$ cat src/core/pmcs_pkg.sv
// Package: constants for the power management control/status register
// Assumes: a simple configuration access port clocked by mclk_i
package pmcs_pkg;
    // ------------------------------------------------------------
    // Register map
    // ------------------------------------------------------------
    localparam logic [7:0]  PMCS_OFFSET        = 8'hE0;
    localparam int          PMCS_WIDTH         = 32;
    localparam int          WAKE_FLAG_BIT      = 15;
    localparam int          WAKE_ENABLE_BIT    = 8;
    localparam int          PSTATE_LSB         = 0;
    localparam int          PSTATE_MSB         = 1;
    localparam logic [1:0]  PSTATE_RESET       = 2'h0;
    localparam logic        WAKE_FLAG_RESET    = 1'h0;
    localparam logic        WAKE_ENABLE_RESET  = 1'h0;

    // ------------------------------------------------------------
    // Power states
    // ------------------------------------------------------------
    typedef enum logic [1:0] {
        PMCS_D0 = 2'b00,
        PMCS_D1 = 2'b01,
        PMCS_D2 = 2'b10,
        PMCS_D3 = 2'b11
    } pmcs_pstate_t;
endpackage : pmcs_pkg

$ cat src/core/pmcs_reg.sv
// File: power management control/status configuration register
// Assumes: host configuration accesses as one-cycle strobes on mclk_i
`timescale 1ns/10ps
`default_nettype none
module pmcs_reg
(
    input  wire logic                  mclk_i,
    input  wire logic                  arst_n_i,
    input  wire logic [7:0]            cfg_addr_i,
    input  wire logic                  cfg_wr_i,
    input  wire logic                  cfg_rd_i,
    input  wire logic [3:0]            cfg_be_i,
    input  wire logic [31:0]           cfg_wdata_i,
    output logic      [31:0]           cfg_rdata_o,
    input  wire logic                  wake_event_i,
    output pmcs_pkg::pmcs_pstate_t     power_state_o,
    output logic                       wake_notify_enable_o,
    output logic                       wake_event_flag_o,
    output logic                       wake_request_o
);
    import pmcs_pkg::*;

    // ------------------------------------------------------------
    // Decode
    // ------------------------------------------------------------
    logic         hit;
    logic         wr_lo;
    logic         wr_hi;
    logic         low_power;
    logic         wake_set;
    logic         wake_clr;
    logic [31:0]  read_word;
    pmcs_pstate_t pstate_reg;
    pmcs_pstate_t pstate_next;
    logic         enable_reg;
    logic         enable_next;
    logic [31:0]  rdata_reg;
    logic         flag;

    // ------------------------------------------------------------
    // Byte lane write decode
    // ------------------------------------------------------------
    function automatic logic lane_write(input logic [7:0] addr,
                                        input logic       strobe,
                                        input logic [3:0] be,
                                        input int         lane);
        return (addr == PMCS_OFFSET) && strobe && be[lane[1:0]];
    endfunction : lane_write

    assign hit       = (cfg_addr_i == PMCS_OFFSET);
    assign wr_lo     = lane_write(cfg_addr_i, cfg_wr_i, cfg_be_i, 0);
    assign wr_hi     = lane_write(cfg_addr_i, cfg_wr_i, cfg_be_i, 1);
    assign low_power = (pstate_reg != PMCS_D0);
    assign wake_set  = wake_event_i & low_power;
    assign wake_clr  = wr_hi & cfg_wdata_i[WAKE_FLAG_BIT];

    // ------------------------------------------------------------
    // Writable fields
    // ------------------------------------------------------------
    assign pstate_next = wr_lo
        ? pmcs_pstate_t'(cfg_wdata_i[PSTATE_MSB:PSTATE_LSB])
        : pstate_reg;
    assign enable_next = wr_hi ? cfg_wdata_i[WAKE_ENABLE_BIT] : enable_reg;

    always_ff @(posedge mclk_i or negedge arst_n_i)
    begin
        if (!arst_n_i)
        begin
            pstate_reg <= PMCS_D0;
            enable_reg <= WAKE_ENABLE_RESET;
            rdata_reg  <= '0;
        end
        else
        begin
            pstate_reg <= pstate_next;
            enable_reg <= enable_next;
            rdata_reg  <= (hit & cfg_rd_i) ? read_word : 32'h0000_0000;
        end
    end

    pmcs_wake_flag u_flag (
        .mclk_i   (mclk_i),
        .arst_n_i (arst_n_i),
        .set_i    (wake_set),
        .clr_i    (wake_clr),
        .flag_o   (flag)
    );

    // ------------------------------------------------------------
    // Read word, fixed zero fields
    // ------------------------------------------------------------
    assign read_word = {8'h00,
                        8'h00,
                        flag,
                        2'h0,
                        4'h0,
                        enable_reg,
                        6'h00,
                        pstate_reg};

    assign cfg_rdata_o          = rdata_reg;
    assign power_state_o        = pstate_reg;
    assign wake_notify_enable_o = enable_reg;
    assign wake_event_flag_o    = flag;
    assign wake_request_o       = flag & enable_reg;
endmodule : pmcs_reg
`default_nettype wire

$ cat src/core/pmcs_wake_flag.sv
// Module: sticky wake event flag, write-one-to-clear
// Assumes: event and clear strobes synchronous to mclk_i
`timescale 1ns/10ps
`default_nettype none
module pmcs_wake_flag
(
    input  wire logic mclk_i,
    input  wire logic arst_n_i,
    input  wire logic set_i,
    input  wire logic clr_i,
    output logic      flag_o
);
    import pmcs_pkg::*;

    logic flag_reg;
    logic flag_next;

    // ------------------------------------------------------------
    // Set wins over clear
    // ------------------------------------------------------------
    assign flag_next = set_i | (flag_reg & ~clr_i);

    always_ff @(posedge mclk_i or negedge arst_n_i)
    begin
        if (!arst_n_i)
            flag_reg <= WAKE_FLAG_RESET;
        else
            flag_reg <= flag_next;
    end

    assign flag_o = flag_reg;
endmodule : pmcs_wake_flag
`default_nettype wire

$ cat config.mk
export PLATFORM = sky130hd
export DESIGN_NAME = pmcs_reg
export DESIGN_NICKNAME = d
export VERILOG_FILES = /design/src/core/pmcs_pkg.sv /design/src/core/pmcs_reg.sv /design/src/core/pmcs_wake_flag.sv
export SDC_FILE = /design/constraint.sdc
export NUM_CORES = 1
export LEC_CHECK = 0
export ABC_AREA = 0
export BUFFER_PORTS_ARGS = -buffer_cell sky130_fd_sc_hd__buf_2
export CAP_MARGIN = 20
export CORE_UTILIZATION = 30
export CTS_BUF_LIST = sky130_fd_sc_hd__clkbuf_16
export DETAILED_ROUTE_END_ITERATION = 10
export PLACE_DENSITY = 0.93
export SETUP_SLACK_MARGIN = 0.4
export SYNTH_ARGS = -nofsm -noshare
export SYNTH_HDL_FRONTEND = slang
export SYNTH_SLANG_ARGS = --single-unit
$ cat constraint.sdc
create_clock -name mclk_i -period 1.4 [get_ports mclk_i]
set_input_delay 0.28 -clock mclk_i [delete_from_list [all_inputs] [get_ports mclk_i]]
set_output_delay 0.28 -clock mclk_i [all_outputs]
set_load 0.05 [all_outputs]
# Word level (Yosys, flattened, before mapping)
# Cells that the tools add are included.
[op_classes]
reduce_logical = 4
div_mod_pow = 0
mul = 0
n_eq_ne = 1
bitwise_logic = 7
magnitude_cmp = 0
n_shift = 0
add_sub_neg = 0
mux = 1
[ops]
columns = ["operator", "n"]
rows = [
  ["2-to-1 mux 16 bit", 1],
  ["equality test 8 bit (second input constant)", 1],
  ["AND 1 bit", 5],
  ["logical AND 1 bit", 3],
  ["nonzero test 2 bit", 1],
  ["inverter 1 bit", 1],
  ["bitwise OR 1 bit", 1],
]
[word_totals]
inputBits = 49
register_bits = 20
memories = 0
ramBits = 0
wordCells = 17
output_inout_bits = 37
romBits = 0
latch_bits = 0

# Longest topological paths before layout
[logic_depth]
word_depth = 7
mapped_depth = 3

# Modules after synthesis
# Synthesis repeated with hierarchy kept, for this count alone.
[unflattened]
cells_unflattened = 61
hier_area_um2 = 590.6
[by_module_without_submodules]
columns = ["mod", "seq_area_each_um2", "area_per_inst_um2", "cells_per_inst", "n_inst"]
rows = [
  ["pmcs_reg", 175.2, 554.3, 58, 1],
  ["pmcs_wake_flag", 25.0, 36.3, 3, 1],
]

# Worst setup path before layout
# No wires, ideal clock.
[synth_timing]
path_kind = "register to output"
from = "reg u_flag.flag_reg, in the netlist u_flag.flag_o"
to = "out wake_request_o"
slack_ns = -0.008
path_stages_with_launch = 2
arrival_ns = 1.128
path_cell_list = "dfrtp_1 and2_1"
[synth_between]
elab_chain_len = 1
[synth_rtl]
columns = ["element", "line_no", "source"]
rows = [
  ["start, declared", "pmcs_wake_flag.sv:15", "logic flag_reg;"],
  ["start signal, assigned", "pmcs_wake_flag.sv:28", "flag_reg <= flag_next;"],
  ["AND 1 bit", "pmcs_reg.sv:105", "assign wake_request_o = flag & enable_reg;"],
  ["end, declared", "pmcs_reg.sv:19", "output logic wake_request_o"],
]
# No other way between the ends.

# Worst setup path in the final report
[layout_timing]
from = "reg enable_reg, in the netlist wake_notify_enable_o"
to = "out wake_request_o"
[layout_between]
elab_chain_len = 1
[layout_rtl]
columns = ["element", "line_no", "source"]
rows = [
  ["start, declared", "pmcs_reg.sv:35", "logic enable_reg;"],
  ["start signal, assigned", "pmcs_reg.sv:76", "enable_reg <= enable_next;"],
  ["AND 1 bit", "pmcs_reg.sv:105", ""],
]
# No other way between the ends.

==> summary.txt <==
Job
  • Number of max-capacitance violations reported: 0

Synthesis
  • Distinct cell type count after synthesis: 14
  • Average instance area after synthesis: 10.2 µm²
  • Fraction of post-synthesis cell area in the top cell type by area: 38.1%
  • Cell taking the most area after synthesis: buf_4
  • EDFF count, synth: 0
  • Warnings from Yosys: 0
  • Post-synth top cells: buf_4, dfrtp_1, and3_1, mux2_2, nand4_1
  • Cell types with the largest area share after synthesis: buf_4, dfrtp_1, mux2_2
  • Area of the mapped netlist: 552 µm²
  • Top-count cell post-synth: buf_4
  • Most frequently used flop master after synthesis: dfrtp_1
  • Sequential cell area fraction in the yosys report: 36.3%
  • Number of storage elements in the synthesis netlist: 8
  • Post-Syn Instances: 54
  • Proportion of synthesized flip-flops having asynchronous set or reset: 100%

Timing
  • Share of the cycle needed by the critical path after routing: 87.4%
  • Fin. Hold Viols: 0
  • Post-route clock skew: 0.00170 ns
  • Post-Route Setup TNS: 0 ns
  • Min cycle time layout: 1.22 ns
  • Setup repair after global routing missed its margin: yes
  • Highest Clock Rate: 0.817 GHz
  • Max-slew violation total from the final report: 0
  • Total setup violations reported at the end of the flow: 0

Critical path
  • Largest fanout on the critical path: 4
  • Type of origin of the critical path: register
  • Data required time at the worst endpoint: 1.12 ns
  • Crit path arrival time: 0.94 ns
  • Type of destination of the critical path: output port
  • Path type of the worst setup path: register to output port

Routing
  • Total number of vias: approximately 430
  • Total Wirelength: approximately 1.1 mm
  • Total iterations of the first detailed-routing run: 4
  • Remaining routing DRC violations: 0
  • Drt wl/cell: 9.50 µm
  • First-iteration detailed-routing DRC count: 6
  • Number of routed nets with antenna violations: 0
  • Mean number of vias per cell: 3.81

Cells and area
  • Total Nets Final: 139
  • Ant. Diodes: 0
  • Area overhead of the layout relative to synthesis: 49.7%
  • Post-Layout Inst Area: 826 µm²
  • Fillers: 161
  • Fraction of final layout cells sized beyond drive strength 1: between 50 and 60%

Min path
  • Path class of the lowest-slack min-delay path: input port to register

Clock network
  • Clock slew seen by the registers of the worst setup and hold paths: around 0.04 ns
  • Clock Tree Buf Depth: 2
  • CTS tree: built
  • CTS sink count: 8
  • # H-tree levels: 1
  • Clock buffers created by TritonCTS: 3
  • Source-to-sink clock delay at the later pin of the worst-skew pair: 0.23 ns
  • Clk Tree Root Cell: clkbuf_16

Outcome
  • Run status: finished, final reports clean

Pwr
  • Leakage component of the power: 0.464 nW
  • Peak ir drop on the vdd network: 0.513 mV
  • Power density relative to cell area: 1170 nW/µm²

Floorplan
  • Total Die Area: 2010 µm²
  • DIE WIDTH: 44.9 µm
  • Initial Utilization: 32.0%
  • Standard-cell row count: 15
  • Area inside the core boundary: ~1700 µm²
  • Ports: 86
  • DIE HEIGHT: 44.9 µm

Placement
  • Half-perimeter wire length after detailed placement: 753 µm
  • Port Buffers: 27
  • Final estimated routing congestion in global placement: 0.697
  • Total cell area at the placement stage: 621 µm²

GRT
  • Global-route congestion overflow total: 0
  • Maximum number of pins on one net before global-route repair: 9
  • Number of global-route vias before repair: 334
  • First-pass GRT wire length: 1.44 mm
  • Global-route total usage across every layer: 11.3%
  • Initial antenna violation count: 0
critical path, stage by stage, from the launching register on:
cell	delay, ns
dfrtp_2	0.42
and2_4	0.15
buf_6	0.14
registers in the layout, indices dropped and copies added (netlist names):
name	flops
cfg_rdata_o	4
power_state_o	2
u_flag.flag_o	1
wake_notify_enable_o	1
cells in the final DEF (no fill, tap or decap), drive strengths merged, types with 2 or more instances in the layout:
master / count
dfrtp: 8
and2: 2
mux2: 3
buf: 31
and3: 4
conb: 28
nand4: 2
clkbuf: 3
report_power, final:
| group | internal (W) | total [W] | switching, W |
|---|---|---|---|
| logic | 0.0000427 | 0.000245 | 0.000202 |
| registers | 0.000236 | 0.000239 | 0.00000279 |
| clock network | 0.000368 | 0.000478 | 0.000110 |
| total | 0.000647 | 0.000962 | 0.000315 |
through the flow:
| step | hold WS, ns | total power, W | setup WS [ns] | util [%] | instances |
|---|---|---|---|---|---|
| after global placement | 0.121 | 0.000464 | 0.0855 | 35.9 | 105 |
| after global routing | 0.294 | 0.000987 | 0.169 | 47.8 | 113 |
| final | 0.287 | 0.000962 | 0.176 | 47.8 | 113 |
| after detailed placement | 0.126 | 0.000466 | 0.0501 | 35.9 | 105 |
| after CTS | 0.281 | 0.000961 | 0.175 | 45.9 | 112 |
| after floorplan | -0.0156 | 0.000489 | 0.296 | - | 81 |
final timing paths:
kind                                       from                to  slack, ns  cells after the start
setup reg to reg               power_state_o[1]     u_flag.flag_o       0.34                      4
hold / removal                   cfg_wdata_i[0]  power_state_o[0]       0.29                      2
hold reg to reg            wake_notify_enable_o    cfg_rdata_o[8]       0.57                      1
max in group asynchronous              arst_n_i  power_state_o[1]       0.80                      2
setup / recovery           wake_notify_enable_o    wake_request_o       0.18                      2
min in group asynchronous              arst_n_i   cfg_rdata_o[15]       0.42                      2
layout make-up:
| type | instances | area, µm² | area share (%) |
|---|---|---|---|
| clock buffer | 3 | 75.1 | 9.09 |
| inverter | 1 | 3.75 | 0.455 |
| multi-input combinational | 44 | 259 | 31.4 |
| sequential | 8 | 205 | 24.8 |
| tap | 25 | 31.3 | 3.79 |
| timing repair buffer | 32 | 251 | 30.5 |
kinds of logic after synthesis:
| kind of cell | after synthesis | synth area share, % |
|---|---|---|
| buffers and inverters | 29 | 38.8 |
| and+or+nand+nor | 11 | 15.6 |
| DFF | 8 | 36.3 |
| muxes | 3 | 6.12 |
| AOI/OAI and AO/OA | 2 | 2.49 |
| other | 1 | 0.680 |
what timing repair did:
action / CTS / global route
pin swaps: 2 / 3
setup buffers: 3 / 1
setup endpoints to repair: 12 / 13
cloned: 0 / 0
hold endpoints to repair: 8 / 0
gates resized for setup: 20 / 4
hold buffers: 1 / 0
layer usage:
layer  vias to the layer above  global-route usage (%)  wire (µm)
met5                         -                       0          0
met4                         0                    12.7         42
met3                         5                    4.40        149
met2                        41                    18.2        546
met1                       193                    10.2        335
li1                        192                       -          -
Note: power is estimated with default switching activity, not from simulation.
